--- config.mk ---
export PLATFORM = sky130hd
export DESIGN_NAME = acc_top
export DESIGN_NICKNAME = d
export VERILOG_FILES = /design/src/rtl/acc_pkg.sv /design/src/rtl/acc_clk_div.sv /design/src/rtl/acc_sar_reg.sv /design/src/rtl/acc_top.sv
export SDC_FILE = /design/constraint.sdc
export NUM_CORES = 1
export LEC_CHECK = 0
export ABC_AREA = 1
export BUFFER_PORTS_ARGS = -buffer_cell sky130_fd_sc_hd__buf_2
export CAP_MARGIN = 0
export CORE_MARGIN = 1
export CORE_UTILIZATION = 40
export DETAILED_ROUTE_END_ITERATION = 6
export PLACE_DENSITY = 0.56
export SYNTH_ARGS = -nofsm -noshare
export SYNTH_HDL_FRONTEND = slang
export SYNTH_SLANG_ARGS = --single-unit
export TNS_END_PERCENT = 100
--- constraint.sdc ---
create_clock -name clk_i -period 3.7 [get_ports clk_i]
set_input_delay 0.185 -clock clk_i [delete_from_list [all_inputs] [get_ports clk_i]]
set_output_delay 0.185 -clock clk_i [all_outputs]
set_load 0.005 [all_outputs]
--- src/rtl/acc_pkg.sv ---
package acc_pkg;

    // ****************************************
    // Register addresses on the special-function port
    // ****************************************
    localparam logic [7:0] ADDR_P3SEL  = 8'hba;
    localparam logic [7:0] ADDR_HVA    = 8'hd6;
    localparam logic [7:0] ADDR_CFG    = 8'hbc;
    localparam logic [7:0] ADDR_CTL    = 8'he8;
    localparam logic [7:0] ADDR_RES_HI = 8'hbf;
    localparam logic [7:0] ADDR_RES_LO = 8'hbe;

    // ****************************************
    // Values after reset
    // ****************************************
    localparam logic [7:0] P3SEL_RST = 8'h00;
    localparam logic [7:0] HVA_RST   = 8'h00;
    localparam logic [7:0] CFG_RST   = 8'hf8;
    localparam logic [7:0] CTL_RST   = 8'h00;
    localparam logic [7:0] RES_RST   = 8'h00;

    // ****************************************
    // Field positions
    // ****************************************
    localparam int CTL_EN_BIT   = 7;
    localparam int CTL_TM_BIT   = 6;
    localparam int CTL_DONE_BIT = 5;
    localparam int CTL_BUSY_BIT = 4;
    localparam int CTL_CM_LSB   = 2;
    localparam int CTL_LJ_BIT   = 0;
    localparam int HVA_EN_BIT   = 7;
    localparam int CFG_DIV_LSB  = 3;

    // ****************************************
    // Sizes and counts
    // ****************************************
    localparam int          RES_W        = 10;
    localparam int          DIV_W        = 5;
    localparam logic [1:0]  TRACK_CLOCKS = 2'h3;
    localparam logic [9:0]  SAR_MSB_MASK = 10'h200;

    // ****************************************
    // Types
    // ****************************************
    typedef enum logic [1:0] {
        start_sw   = 2'h0,
        start_t3   = 2'h1,
        start_ext  = 2'h2,
        start_t2   = 2'h3
    } acc_start_e;

    typedef enum logic [2:0] {
        st_idle  = 3'h1,
        st_track = 3'h2,
        st_conv  = 3'h4
    } acc_state_e;

    typedef struct packed {
        logic [7:0] addr;
        logic       wr;
        logic       rd;
        logic [7:0] wdata;
    } acc_sfr_req_s;

endpackage

--- src/rtl/acc_clk_div.sv ---
module acc_clk_div (
    // Clock and reset
    input  wire logic                     clk_i,
    input  wire logic                     rst_b_i,
    // Control
    input  wire logic                     clr_i,
    input  wire logic                     run_i,
    input  wire logic [acc_pkg::DIV_W-1:0] div_i,
    // Conversion clock tick
    output logic                          tick_o
);

    logic [acc_pkg::DIV_W-1:0] cnt;

    // One tick every div_i plus one system clocks
    always_ff @(posedge clk_i or negedge rst_b_i) begin
        if (!rst_b_i) begin
            cnt    <= '0;
            tick_o <= 1'b0;
        end else if (clr_i || !run_i) begin
            cnt    <= '0;
            tick_o <= 1'b0;
        end else if (cnt == div_i) begin
            cnt    <= '0;
            tick_o <= 1'b1;
        end else begin
            cnt    <= cnt + 5'h1;
            tick_o <= 1'b0;
        end
    end

endmodule

--- src/rtl/acc_sar_reg.sv ---
module acc_sar_reg (
    // Clock and reset
    input  wire logic                     clk_i,
    input  wire logic                     rst_b_i,
    // Sequencing
    input  wire logic                     load_i,
    input  wire logic                     step_i,
    input  wire logic                     cmp_i,
    // Trial word and result
    output logic [acc_pkg::RES_W-1:0]     trial_o,
    output logic [acc_pkg::RES_W-1:0]     result_o,
    output logic                          done_o
);

    logic [acc_pkg::RES_W-1:0] mask;
    logic [acc_pkg::RES_W-1:0] kept;

    // Drop the trial bit when the comparator says input is below it
    assign kept = cmp_i ? trial_o : (trial_o & ~mask);

    // Binary search, most significant bit first
    always_ff @(posedge clk_i or negedge rst_b_i) begin
        if (!rst_b_i) begin
            mask     <= '0;
            trial_o  <= '0;
            result_o <= '0;
            done_o   <= 1'b0;
        end else begin
            done_o <= 1'b0;
            if (load_i) begin
                mask    <= acc_pkg::SAR_MSB_MASK;
                trial_o <= acc_pkg::SAR_MSB_MASK;
            end else if (step_i && (mask != '0)) begin
                if (mask[0]) begin
                    result_o <= kept;
                    trial_o  <= kept;
                    done_o   <= 1'b1;
                    mask     <= '0;
                end else begin
                    trial_o <= kept | (mask >> 1);
                    mask    <= mask >> 1;
                end
            end
        end
    end

endmodule

--- src/rtl/acc_top.sv ---
module acc_top (
    // Clock and reset
    input  wire logic                  clk_i,
    input  wire logic                  rst_b_i,
    // Register port
    input  wire acc_pkg::acc_sfr_req_s sfr_i,
    output logic [7:0]                 sfr_rdata_o,
    // Trigger inputs
    input  wire logic                  timer3_ovf_i,
    input  wire logic                  timer2_ovf_i,
    input  wire logic                  external_convert_start_i,
    // System state
    input  wire logic                  standby_i,
    input  wire logic                  diff_mode_i,
    // Analog core
    input  wire logic                  sar_cmp_i,
    output logic [acc_pkg::RES_W-1:0]  sar_trial_o,
    output logic                       track_o,
    output logic                       converter_enable_o,
    // Input selection and amplifier
    output logic [7:0]                 port3_analog_pin_select_o,
    output logic                       hv_amp_enable_o,
    output logic [3:0]                 hv_amp_gain_code_o,
    output logic                       hv_ref_to_neg_o,
    // Status
    output logic                       conversion_busy_o,
    output logic                       conversion_done_o
);

    // ****************************************
    // Declarations
    // ****************************************
    logic                       wr_p3;
    logic                       wr_hva;
    logic                       wr_cfg;
    logic                       wr_ctl;
    logic                       track_mode;
    logic [1:0]                 start_src;
    logic [1:0]                 eff_src;
    logic                       left_justify;
    logic [acc_pkg::DIV_W-1:0]  clk_period;
    logic [2:0]                 pga_gain;
    logic [7:0]                 result_high_byte;
    logic [7:0]                 result_low_byte;
    logic                       ext_prev;
    logic                       ext_rise;
    logic                       sw_start;
    logic                       trig;
    logic                       start_evt;
    logic                       tick;
    logic                       sar_load;
    logic                       sar_done;
    logic [acc_pkg::RES_W-1:0]  sar_result;
    logic [1:0]                 track_cnt;
    logic                       next_track;
    logic [7:0]                 next_rdata;
    acc_pkg::acc_state_e        state;
    acc_pkg::acc_state_e        next_state;

    // ****************************************
    // Register writes
    // ****************************************

    // Address decode of writes
    assign wr_p3  = sfr_i.wr && (sfr_i.addr == acc_pkg::ADDR_P3SEL);
    assign wr_hva = sfr_i.wr && (sfr_i.addr == acc_pkg::ADDR_HVA);
    assign wr_cfg = sfr_i.wr && (sfr_i.addr == acc_pkg::ADDR_CFG);
    assign wr_ctl = sfr_i.wr && (sfr_i.addr == acc_pkg::ADDR_CTL);

    // Port-3 pin select, all eight bits free
    always_ff @(posedge clk_i or negedge rst_b_i) begin
        if (!rst_b_i) begin
            port3_analog_pin_select_o <= acc_pkg::P3SEL_RST;
        end else if (wr_p3) begin
            port3_analog_pin_select_o <= sfr_i.wdata;
        end
    end

    // Amplifier enable and gain code
    always_ff @(posedge clk_i or negedge rst_b_i) begin
        if (!rst_b_i) begin
            hv_amp_enable_o    <= acc_pkg::HVA_RST[acc_pkg::HVA_EN_BIT];
            hv_amp_gain_code_o <= acc_pkg::HVA_RST[3:0];
        end else if (wr_hva) begin
            hv_amp_enable_o    <= sfr_i.wdata[acc_pkg::HVA_EN_BIT];
            hv_amp_gain_code_o <= sfr_i.wdata[3:0];
        end
    end

    // Reference goes to the negative input only for differential reads
    always_ff @(posedge clk_i or negedge rst_b_i) begin
        if (!rst_b_i) begin
            hv_ref_to_neg_o <= 1'b0;
        end else begin
            hv_ref_to_neg_o <= hv_amp_enable_o && diff_mode_i;
        end
    end

    // Clock period and internal amplifier gain
    always_ff @(posedge clk_i or negedge rst_b_i) begin
        if (!rst_b_i) begin
            clk_period <= acc_pkg::CFG_RST[7:acc_pkg::CFG_DIV_LSB];
            pga_gain   <= acc_pkg::CFG_RST[2:0];
        end else if (wr_cfg) begin
            clk_period <= sfr_i.wdata[7:acc_pkg::CFG_DIV_LSB];
            pga_gain   <= sfr_i.wdata[2:0];
        end
    end

    // Control fields held by software
    always_ff @(posedge clk_i or negedge rst_b_i) begin
        if (!rst_b_i) begin
            converter_enable_o <= acc_pkg::CTL_RST[acc_pkg::CTL_EN_BIT];
            track_mode         <= acc_pkg::CTL_RST[acc_pkg::CTL_TM_BIT];
            start_src          <= acc_pkg::CTL_RST[acc_pkg::CTL_CM_LSB+:2];
            left_justify       <= acc_pkg::CTL_RST[acc_pkg::CTL_LJ_BIT];
        end else if (wr_ctl) begin
            converter_enable_o <= sfr_i.wdata[acc_pkg::CTL_EN_BIT];
            track_mode         <= sfr_i.wdata[acc_pkg::CTL_TM_BIT];
            start_src          <= sfr_i.wdata[acc_pkg::CTL_CM_LSB+:2];
            left_justify       <= sfr_i.wdata[acc_pkg::CTL_LJ_BIT];
        end
    end

    // Done flag: a completion beats a clearing write in the same cycle
    always_ff @(posedge clk_i or negedge rst_b_i) begin
        if (!rst_b_i) begin
            conversion_done_o <= acc_pkg::CTL_RST[acc_pkg::CTL_DONE_BIT];
        end else if (sar_done && state == acc_pkg::st_conv) begin
            conversion_done_o <= 1'b1;
        end else if (wr_ctl && !sfr_i.wdata[acc_pkg::CTL_DONE_BIT]) begin
            conversion_done_o <= 1'b0;
        end
    end

    // ****************************************
    // Start of conversion
    // ****************************************

    // Previous level of the external start input; idle high so reset makes no false edge
    always_ff @(posedge clk_i or negedge rst_b_i) begin
        if (!rst_b_i) begin
            ext_prev <= 1'b1;
        end else begin
            ext_prev <= external_convert_start_i;
        end
    end

    assign ext_rise = external_convert_start_i && !ext_prev;
    // Source code written together with the busy bit decides
    assign sw_start = wr_ctl && sfr_i.wdata[acc_pkg::CTL_BUSY_BIT]
                      && (sfr_i.wdata[acc_pkg::CTL_CM_LSB+:2] == acc_pkg::start_sw);
    // A control write brings its own source code into force at once
    assign eff_src = wr_ctl ? sfr_i.wdata[acc_pkg::CTL_CM_LSB+:2] : start_src;

    // Exactly one source counts at a time
    always_comb begin
        unique case (acc_pkg::acc_start_e'(eff_src))
            acc_pkg::start_sw:  trig = sw_start;
            acc_pkg::start_t3:  trig = timer3_ovf_i;
            acc_pkg::start_ext: trig = ext_rise;
            acc_pkg::start_t2:  trig = timer2_ovf_i;
        endcase
    end

    assign start_evt = trig && converter_enable_o && (state == acc_pkg::st_idle);

    // ****************************************
    // Conversion clock and successive approximation
    // ****************************************

    // Divider restarts at the start event so periods align to it
    acc_clk_div u_div (
        .clk_i   (clk_i),
        .rst_b_i (rst_b_i),
        .clr_i   (start_evt),
        .run_i   (converter_enable_o),
        .div_i   (clk_period),
        .tick_o  (tick)
    );

    assign sar_load = (next_state == acc_pkg::st_conv) && (state != acc_pkg::st_conv);

    acc_sar_reg u_sar (
        .clk_i    (clk_i),
        .rst_b_i  (rst_b_i),
        .load_i   (sar_load),
        .step_i   (tick && state == acc_pkg::st_conv),
        .cmp_i    (sar_cmp_i),
        .trial_o  (sar_trial_o),
        .result_o (sar_result),
        .done_o   (sar_done)
    );

    // ****************************************
    // Sequencer
    // ****************************************

    // Next state of the track and convert sequence
    always_comb begin
        next_state = state;
        unique case (state)
            acc_pkg::st_idle: begin
                if (start_evt) begin
                    if (track_mode && eff_src != acc_pkg::start_ext) begin
                        next_state = acc_pkg::st_track;
                    end else begin
                        next_state = acc_pkg::st_conv;
                    end
                end
            end
            acc_pkg::st_track: begin
                if (tick && track_cnt == acc_pkg::TRACK_CLOCKS - 2'h1) begin
                    next_state = acc_pkg::st_conv;
                end
            end
            acc_pkg::st_conv: begin
                if (sar_done) begin
                    next_state = acc_pkg::st_idle;
                end
            end
            default: next_state = acc_pkg::st_idle;
        endcase
        if (!converter_enable_o) begin
            next_state = acc_pkg::st_idle;
        end
    end

    // State register
    always_ff @(posedge clk_i or negedge rst_b_i) begin
        if (!rst_b_i) begin
            state <= acc_pkg::st_idle;
        end else begin
            state <= next_state;
        end
    end

    // Busy spans tracking and conversion
    always_ff @(posedge clk_i or negedge rst_b_i) begin
        if (!rst_b_i) begin
            conversion_busy_o <= 1'b0;
        end else begin
            conversion_busy_o <= (next_state != acc_pkg::st_idle);
        end
    end

    // Counts conversion clocks spent tracking
    always_ff @(posedge clk_i or negedge rst_b_i) begin
        if (!rst_b_i) begin
            track_cnt <= 2'h0;
        end else if (state != acc_pkg::st_track) begin
            track_cnt <= 2'h0;
        end else if (tick) begin
            track_cnt <= track_cnt + 2'h1;
        end
    end

    // Track switch drive
    always_comb begin
        if (!converter_enable_o || standby_i) begin
            next_track = 1'b0;
        end else if (!track_mode) begin
            next_track = (state == acc_pkg::st_idle);
        end else if (start_src == acc_pkg::start_ext) begin
            next_track = (state == acc_pkg::st_idle) && !external_convert_start_i;
        end else begin
            next_track = (state == acc_pkg::st_track);
        end
    end

    always_ff @(posedge clk_i or negedge rst_b_i) begin
        if (!rst_b_i) begin
            track_o <= 1'b0;
        end else begin
            track_o <= next_track;
        end
    end

    // ****************************************
    // Result bytes
    // ****************************************

    // Justify on completion; right form sign-extends differential reads
    always_ff @(posedge clk_i or negedge rst_b_i) begin
        if (!rst_b_i) begin
            result_high_byte <= acc_pkg::RES_RST;
            result_low_byte  <= acc_pkg::RES_RST;
        end else if (sar_done && state == acc_pkg::st_conv) begin
            if (left_justify) begin
                result_high_byte <= sar_result[9:2];
                result_low_byte  <= {sar_result[1:0], 6'h00};
            end else begin
                result_high_byte <= {{6{diff_mode_i & sar_result[9]}}, sar_result[9:8]};
                result_low_byte  <= sar_result[7:0];
            end
        end
    end

    // ****************************************
    // Register reads
    // ****************************************

    // Read mux; unmapped addresses answer zero
    always_comb begin
        unique case (sfr_i.addr)
            acc_pkg::ADDR_P3SEL:  next_rdata = port3_analog_pin_select_o;
            acc_pkg::ADDR_HVA:    next_rdata = {hv_amp_enable_o, 3'h0, hv_amp_gain_code_o};
            acc_pkg::ADDR_CFG:    next_rdata = {clk_period, pga_gain};
            acc_pkg::ADDR_CTL:    next_rdata = {converter_enable_o, track_mode,
                                                conversion_done_o, conversion_busy_o,
                                                start_src, 1'b0, left_justify};
            acc_pkg::ADDR_RES_HI: next_rdata = result_high_byte;
            acc_pkg::ADDR_RES_LO: next_rdata = result_low_byte;
            default:              next_rdata = 8'h00;
        endcase
    end

    always_ff @(posedge clk_i or negedge rst_b_i) begin
        if (!rst_b_i) begin
            sfr_rdata_o <= 8'h00;
        end else if (sfr_i.rd) begin
            sfr_rdata_o <= next_rdata;
        end
    end
endmodule

After elaboration in Yosys (flattened, before gate mapping)

Index checks and enable logic that the tools add are counted.

Bits in latches: 0
Output and inout bits: 36
Bits in registers: 97
Bits in writable memories: 0
Memories: 0
Input bits: 26
ROM bits: 0
Logic and storage cells: 115

Reduce and logical (&&, ||, !) cells: 31
Order comparisons: 0
Add/sub/neg operators: 2
Equal/unequal tests: 20
Shift operators: 0
Mux-type cells: 32
Bitwise logic cells: 5
$mul: 0
Divide/modulo/power cells: 0

Operators by type and width:

| operator            | count |
|---|---|
| $mux 10             | 6 |
| $eq 8x8->1 const B  | 6 |
| $pmux 8 s6          | 1 |
| $logic_and 1x1->1   | 18 |
| $mux 8              | 2 |
| $mux 3              | 5 |
| $and 10x10->10      | 1 |
| $mux 1              | 10 |
| $mux 5              | 2 |
| $not 10->10         | 1 |
| $or 10x9->10        | 1 |
| $reduce_bool 10->1  | 1 |
| $mux 9              | 1 |
| $pmux 3 s3          | 1 |
| $eq 2x2->1 const B  | 4 |
| $eq 3x3->1 const B  | 2 |
| $mux 2              | 3 |
| $reduce_bool 2->1   | 3 |
| $add 5x1->5 const B | 1 |
| $eq 5x5->1          | 1 |
| $logic_not 1->1     | 4 |
| $logic_not 2->1     | 2 |
| $pmux 1 s4          | 1 |
| $eq 3x1->1 const B  | 1 |
| 11 further kinds    | 12 |

Depth between registers and ports, before layout

Gate-level depths: netlist (run 1).

Depth in word-level cells: 14
Depth in mapped cells: 16

Modules after synthesis

Synthesis (run 1) repeated with hierarchy kept, for this count alone.

Cell total of the unflattened synthesis: 623
Area total of the unflattened synthesis: 5007.3 µm²

Modules (own cells, without submodules):

| module      | instances | area an instance (µm²) | cells an instance | sequential area each (µm²) |
|---|---|---|---|---|
| acc_top     | 1         | 3083.0                 | 377               | 1510.2 |
| acc_sar_reg | 1         | 1571.5                 | 203               | 775.7 |
| acc_clk_div | 1         | 352.8                  | 43                | 150.1 |

Worst setup path before layout (run 1)

No wires, ideal clock.

Path type: reg2reg
From: register state[0]
To: register u_sar.mask[8] (netlist bit)
Clock period less this slack: 1767 ps
Library setup time: 115 ps
Data arrival time: 1651 ps
Path slack: 1933 ps
Data required time: 3585 ps
Path buffers: 1
Cell stages (with the launch flop): 9
Cell sequence: dfstp_2 > inv_1 > nor3_1 > o31ai_1 > inv_1 > nand3_2 > nor2_4 > buf_6 > nor2_1

Word-level cells in the longest chain between the ends: 8

Ends and longest elaborated chain:

| element                                      | RTL line                       | RTL |
|---|---|---|
| start, declared                              | acc_top.sv:57                  | `acc_pkg::acc_state_e state;` |
| start signal, assigned                       | acc_top.sv:232                 | `state <= acc_pkg::st_idle;` |
| start signal, assigned                       | acc_top.sv:234                 | `state <= next_state;` |
| $eq 3x1->1                                   | acc_top.sv:166, acc_top.sv:202 |  |
| $logic_and 1x1->1                            | acc_top.sv:166                 | `assign start_evt = trig && converter_enable_o && (state == acc_pkg::st_idle);` |
| $mux 3                                       | acc_top.sv:204                 | `if (start_evt) begin` |
| $pmux 3 s3                                   | acc_top.sv:202                 | `unique case (state)` |
| $mux 3                                       | acc_top.sv:224                 | `if (!converter_enable_o) begin` |
| $eq 3x3->1                                   | acc_top.sv:182                 | `assign sar_load = (next_state == acc_pkg::st_conv) && (state != acc_pkg::st_conv);` |
| $logic_and 1x1->1                            | acc_top.sv:182                 |  |
| $mux 10 or $reduce_bool 2->1 (tied branches) | n/a                            |  |
| end signal, assigned                         | acc_sar_reg.sv:31              | `mask <= acc_pkg::SAR_MSB_MASK;` |
| end signal, assigned                         | acc_sar_reg.sv:41              | `mask <= mask >> 1;` |
| end, declared                                | acc_sar_reg.sv:15              | `logic [acc_pkg::RES_W-1:0] mask;` |

Several ways; a longest one is shown, not always the timed one.
A chain may end at the register's enable or synchronous reset.

Final worst setup path (run 1)

From: register state[1]
To: register u_sar.trial_o[0] (netlist bit)

Word-level cells in the longest chain between the ends: 8

Ends and longest elaborated chain:

| element                                      | RTL line                       | RTL |
|---|---|---|
| $eq 3x1->1                                   | acc_top.sv:166, acc_top.sv:202 |  |
| $logic_and 1x1->1                            | acc_top.sv:166                 |  |
| $mux 3                                       | acc_top.sv:204                 |  |
| $pmux 3 s3                                   | acc_top.sv:202                 |  |
| $mux 3                                       | acc_top.sv:224                 |  |
| $eq 3x3->1                                   | acc_top.sv:182                 |  |
| $logic_and 1x1->1                            | acc_top.sv:182                 |  |
| $mux 10 or $reduce_bool 2->1 (tied branches) | n/a                            |  |
| end signal, assigned                         | acc_sar_reg.sv:32              | `trial_o <= acc_pkg::SAR_MSB_MASK;` |
| end signal, assigned                         | acc_sar_reg.sv:36              | `trial_o <= kept;` |
| end signal, assigned                         | acc_sar_reg.sv:40              | `trial_o <= kept \| (mask >> 1);` |
| end, declared                                | acc_sar_reg.sv:10              | `output logic [acc_pkg::RES_W-1:0] trial_o,` |

Several ways; a longest one is shown, not always the timed one.

==> impl_metrics.ini, run 1 <==
[clock_tree]
clockBufferDepth = 2
post-cts-setup-buffers = 0
cts-root-buf = clkbuf_16
numCtsBuffers = 9
cts_sinks = 97
clk_latency_ns = 0.34
h-tree-depth = 3
cts_tree = built
clk_pin_slew_ns = 0.07

[global_route]
grt_use_met2 = 0.310
grtUsageMet1 = 0.284
grtUsageTotal = 0.202
antenna_found_initial = 0
busiest_layer = met2
overflow = 0
grt_pass1_wl_mm = 18.2
grt_pass1_vias = 3650
grt_use_met3 = 0.0332
grt_max_degree = 82

[place]
place_ws_ns = 1.46
dp.final_hpwl_mm = 8.10
place_congestion = 0.841
dp.cells = 758
port_buffers = 61
placed_area_um2 = 5060

[sta]
fin_worst_skew_ns = 0.00740
rsz0062_at_grt = false
tns_ns = 0
max_freq_ghz = 0.453
setup_ws_ns = 1.49
slew_violations = 0
slew-limit-headroom = 0.314
hold_ws_ns = 0.0225
setup_violations = 0
hold_violations = 0
fin_crit_sh = 0.597
worst_pin_slew_ns = 1.03
finalCriticalPeriod_ns = 2.21

[worst_setup_path]
end_kind = flip-flop
criticalPathCategory = flip-flop to flip-flop
critPathLaunchType = flip-flop
crit_required_ns = 3.92
cp_data_arrival_time_ns = 2.43
crit_fanout = 20
r2r_cells = 10

[drt]
drc = 0
routed_via_density = 5.00
drt_iter0_drc = 250
routed_wl_mm = 11.1
drt_first_pass_iters = 6
wl_per_cell_um = 14.3
vias = 3881
ant_nets = 0

[synth]
yosysSeqAreaShare = 0.526
syn-instance-count = 569
ys_types = 34
syn_nets = 597
synth_seq_cells = 97
syn_area_per_cell_um2 = 8.14
yosysTopAreaCellShare = 0.486
yosysTopAreaCell = dfrtp_1
synth_warnings = 0
synth_area_leaders = dfrtp_1 (49%), nand2_1 (12%), o21ai_0 (9.4%)
netlist_area_um2 = 4630

[layout]
final_util = 0.489
num_antenna_cells = 0
layout-drive-gt1-share = 0.160
synthToLayoutAreaGrowth_pct = 17.0
final_cells = 776
nets = 659
design_area_um2 = 5420

[power_and_ir_drop]
ir_drop_mv = 0.236
seqPwrFrac = 0.478
totalPowerFinal_mw = 2.30
swShare = 0.217
combPwrFrac = 0.054
p_leak_nw = 2.77
p_sw_mw = 0.501
p_per_area_nw_per_um2 = 425
clock_power_share = 0.468
power.internal_mw = 1.80

[flow_run]
maxCapViolCount = 0

[floorplan]
initial_core_util = 0.418
rows = 38
fp.coreArea_um2 = 11100
ios = 62
die_y_um = 110
die_area_um2 = 12000
die_w_um = 110

[outcome]
status = finished clean

[min_path]
hold_class = primary input to asynchronous set/reset pin
-- critical path, stage by stage (launching register included) --
cell	delay (ns)
dfrtp_1	0.43
nor3_4	0.23
inv_1	0.10
nor2_1	0.13
nand2_1	0.29
nor2_1	0.29
inv_1	0.27
o21ai_1	0.19
nand2_1	0.06
inv_1	0.06
nor2_2	0.03
-- placed cells by master, fill, tap and decap left out, types with 2 or more instances in the layout --
cell type      instances
ha_1                   2
o21ai_0               87
nor4_1                 3
o21a_1                 7
nand2_1              148
dlygate4sd3_1          2
nor3_1                10
dfrtp_1               90
nor2_4                 2
buf_2                 60
clkbuf_16              9
buf_4                  2
nand3_2                3
a21oi_1                2
xnor2_1                3
nand4_1                9
nand2_2                4
nor2_1                33
nand3_1               30
inv_1                 86
dfstp_2                7
o211ai_1               2
xor2_1                 5
nor3b_1                4
nor2_2                 5
bufinv_16              3
o31ai_1                3
a21boi_0               2
a211oi_1               2
clkinv_2               2
-- path summary, 6_finish.rpt --
kind	from	end	slack [ns]
max reg2reg	state[1]	u_sar.trial_o[0]	1.49
min reg2reg	result_high_byte[4]	result_high_byte[4]	0.48
max	state[1]	u_sar.trial_o[0]	1.49
max in group asynchronous	rst_b_i	hv_amp_enable_o	2.83
min in group clk_i	diff_mode_i	hv_ref_to_neg_o	0.06
min	rst_b_i	result_low_byte[1]	0.02
-- registers in the layout, summed over array words and instances, names as in the netlist, 2 cells and up --
register,flops
start_src,2
result_low_byte,8
result_high_byte,8
sfr_rdata_o,8
state,3
u_sar.trial_o,10
track_cnt,2
port3_analog_pin_select_o,8
u_sar.result_o,10
u_sar.mask,10
pga_gain,3
u_div.cnt,5
clk_period,5
hv_amp_gain_code_o,4
-- cells in the mapped netlist --
library cell and number:
a211oi_1 2, a21boi_0 2, a21oi_1 2, and3_1 1
buf_1 1, buf_6 2, clkbuf_1 9, clkbuf_8 1
clkinv_1 1, clkinv_2 1, dfrtp_1 90, dfstp_2 7
ha_1 2, inv_1 86, inv_2 1, nand2_1 148
nand2_2 4, nand3_1 30, nand3_2 3, nand4_1 9
nor2_1 33, nor2_2 5, nor2_4 2, nor3_1 10
nor3_4 1, nor3b_1 4, nor4_1 4, o211ai_1 2
o21a_1 7, o21ai_0 87, o21ai_1 1, o31ai_1 3
xnor2_1 3, xor2_1 5
-- metal layers --
metal  up-vias  part of all wire
li1       1946                 -
met1      1820              0.48
met2        95              0.44
met3        20             0.052
met4         0             0.023
met5         -                 0
-- final cells by class --
class                      count  area (um^2)
clock buffer                  11          243
tap                          140          175
multi-input combinational    370         1790
fill                        1117         5660
clock inverter                 5          103
sequential                    97         2440
inverter                      89          335
timing repair buffer          64          335
-- power groups by stage --
stage,Sequential (mW),Clock (mW),Combinational [mW]
floorplan,1.12,0,0.0584
global placement,1.12,0,0.122
detailed placement,1.12,0,0.124
CTS,1.10,1.10,0.127
global route,1.10,1.15,0.145
finish,1.10,1.08,0.124
-- timing repair --
action / CTS / global route
hold buffers: 2 / 0
endpoints found under the hold margin: 2 / 0
gates resized for setup: 0 / 0
-- logic make-up (layout without fill, tap and decap cells) --
group           after synthesis  after routing  synth area share
fa+ha+maj                     2              2           0.00540
buf+inv                     102            169            0.0883
flops                        97             97             0.526
simple gates                254            254             0.242
xor+xnor                      8              8            0.0151
compound gates              106            106             0.123
Power figures use the tool's default switching activity.
==> run 2: changes to the inputs <==
- ABC_AREA: 1 -> 0
- PLACE_DENSITY: 0.56 -> 0.58
- clock period: 3.7 -> 1.95 ns (I/O delays scaled with it)
==> run 2 against run 1 <==
  * Routed wire length grew 6.0%
  * Critical path depth fell by 4
  * Cell count down 12%
  * Setup slack lost 1.4 ns
  * Non-clock buffer count up 31
  * Power increased by 87%
  * Sequential power increased by 94%
  * Via count is 4.1% lower
  * Design area rose by 4.0%
  * Clock power is 69% higher
  * Critical path type is now primary input to flip-flop
  * Highest routed layer unchanged
==> impl_metrics.ini, run 2 <==
[power_and_ir_drop]
ir_drop_mv = 0.477
p_leak_nw = 2.72
p_per_area_nw_per_um2 = 764
totalPowerFinal_mw = 4.31

[clock_tree]
cts_sinks = 97
clk_latency_ns = 0.34
numCtsBuffers = 9
cts_tree = built
cts-root-buf = clkbuf_16
post-cts-setup-buffers = 0
clockBufferDepth = 2
h-tree-depth = 3
clk_pin_slew_ns = 0.06

[global_route]
antenna_found_initial = 0
grt_max_degree = 98
grt_pass1_vias = 3597
overflow = 0
grtUsageTotal = 0.209
grt_pass1_wl_mm = 18.7

[layout]
layout-drive-gt1-share = 0.271
nets = 569
n_fill_cell = 1055
num_antenna_cells = 0
final_cell_mix = dfrtp_1 (90), buf_2 (60), nand2_1 (58)
final_cells = 686
largestRegisters = u_sar.mask x10, u_sar.result_o x10, u_sar.trial_o x10
final_common_cell = dfrtp_1
synthToLayoutAreaGrowth_pct = 21.5
design_area_um2 = 5640
final_util = 0.509

[worst_setup_path]
crit_required_ns = 2.17
cp_cell_sequence = buf_2, nand4bb_1, or4b_1, mux2_4, o2111a_2, a221o_1
cpMaxStageDelayCell = or4b_1
slowest_delay_ns = 0.63
cp_data_arrival_time_ns = 2.04
criticalPathCategory = primary input to flip-flop
end_kind = flip-flop
path_buf_inv = 1
critPathLaunchType = primary input
crit_family = simple AND/OR/NAND/NOR gates
crit_fanout = 4

[sta]
rsz0062_at_grt = false
fin_crit_sh = 0.933
slew_violations = 0
max_freq_ghz = 0.550
hold_ws_ns = 0.0185
slew-limit-headroom = 0.624
setup_violations = 0
hold_violations = 0
finalCriticalPeriod_ns = 1.82
fin_worst_skew_ns = 0.0113
worst_pin_slew_ns = 0.558

[drt]
drc = 0
drt_first_pass_iters = 4
ant_nets = 0
drt_iter0_drc = 204
routed_wl_mm = 11.7
routed_via_density = 5.43
vias = 3722
wl_per_cell_um = 17.1

[synth]
yosysMostFrequentCell = dfrtp_1
ys_types = 54
syn_area_per_cell_um2 = 10.1
synth_seq_cells = 97
syn_nets = 486
synth_warnings = 0
synth_common_cells = dfrtp_1 (90), nand2_1 (58), o21ai_0 (52)
yosysSeqAreaShare = 0.525
syn-instance-count = 458
netlist_area_um2 = 4640
synth_area_leaders = dfrtp_1 (49%), mux2_2 (6.5%), o21ai_0 (5.6%)
synth_ff_type = dfrtp_1
yosysTopAreaCell = dfrtp_1
yosysTopAreaCellShare = 0.485
synth_edf_count = 0
async_flop_share = 1.00

[min_path]
hold_class = primary input to flip-flop

[place]
place_congestion = 0.824
port_buffers = 61
dp.final_hpwl_mm = 8.48
dp.cells = 667
placed_area_um2 = 5300

[floorplan]
die_area_um2 = 12000
die_y_um = 110
ios = 62
die_w_um = 110
initial_core_util = 0.419
fp.coreArea_um2 = 11100
rows = 38

[outcome]
status = finished clean

[flow_run]
maxCapViolCount = 0
run 2: cell types whose count changed in the layout (fill, tap and decap cells not counted), moves of 14 or more:
cell      delta
nand2b_1    +14
buf_4       +27
a21oi_1     +29
o21ai_0     -35
nand3_1     -24
mux2_2      +27
inv_1       -66
nand2_1     -90
run 2: kinds of logic after synthesis:
group / after synthesis / share of synthesized area
multiplexers: 40 / 0.0946
AND/OR/NAND/NOR: 135 / 0.144
flip-flops: 97 / 0.525
XOR/XNOR: 9 / 0.0170
AO/OA/AOI/OAI: 132 / 0.177
adder cells (fa/ha/maj): 2 / 0.00539
buffers and inverters: 43 / 0.0372
run 2: layout make-up:
class / instances / area [um^2] / area share
flip-flops and latches: 97 / 2440 / 0.432
multi-input cells: 318 / 2040 / 0.361
repair buffers: 95 / 608 / 0.108
clock buffers: 12 / 256 / 0.0455
well taps: 140 / 175 / 0.0311
inverters: 20 / 75.1 / 0.0133
clock inverters: 4 / 51.3 / 0.00910
run 2: power breakdown:
group          total [mW]  internal, mW  switching (mW)
sequential           2.13          2.08          0.0545
combinational       0.351         0.154           0.197
clock                1.82          1.07           0.754
run 2: path summary, 6_finish.rpt:
path	from	end	cells past startpoint	slack, ns
min in group asynchronous	rst_b_i	port3_analog_pin_select_o[7]	3	0.35
worst min register to register	result_high_byte[1]	result_high_byte[1]	2	0.49
max in group asynchronous	rst_b_i	ext_prev	3	1.16
worst max register to register	state[1]	u_sar.result_o[9]	7	0.16
worst min-delay path	diff_mode_i	hv_ref_to_neg_o	2	0.02
worst max-delay path	sfr_i[14]	u_sar.trial_o[9]	6	0.13
run 2: repair_timing:
item | CTS | global route
endpoints found under the hold margin | 92 | 0
setup endpoints to repair | 0 | 19
hold buffers | 3 | 0
gates resized for setup | 0 | 2
run 2: through the flow:
| stage | worst slack (ns) | setup TNS [ns] |
|---|---|---|
| floorplan | -0.0376 | -0.0702 |
| global placement | -0.180 | -2.87 |
| detailed placement | -0.200 | -3.68 |
| CTS | 0.0951 | 0 |
| global route | 0.0168 | 0 |
| finish | 0.131 | 0 |
run 2: layer usage:
layer / GRT usage / vias to the layer above / routed length (um)
met5: 0 / - / 0
li1: - / 1807 / -
met4: 0.0781 / 0 / 172
met3: 0.0385 / 14 / 557
met2: 0.326 / 103 / 5510
met1: 0.290 / 1798 / 5510
run 2: worst reg2reg max path: cells and delay by family, from the launching register on:
family / cells / cell delay, ns
compound gates: 2 / 0.34
buf+inv: 2 / 0.41
flops: 1 / 0.47
simple gates: 3 / 0.44
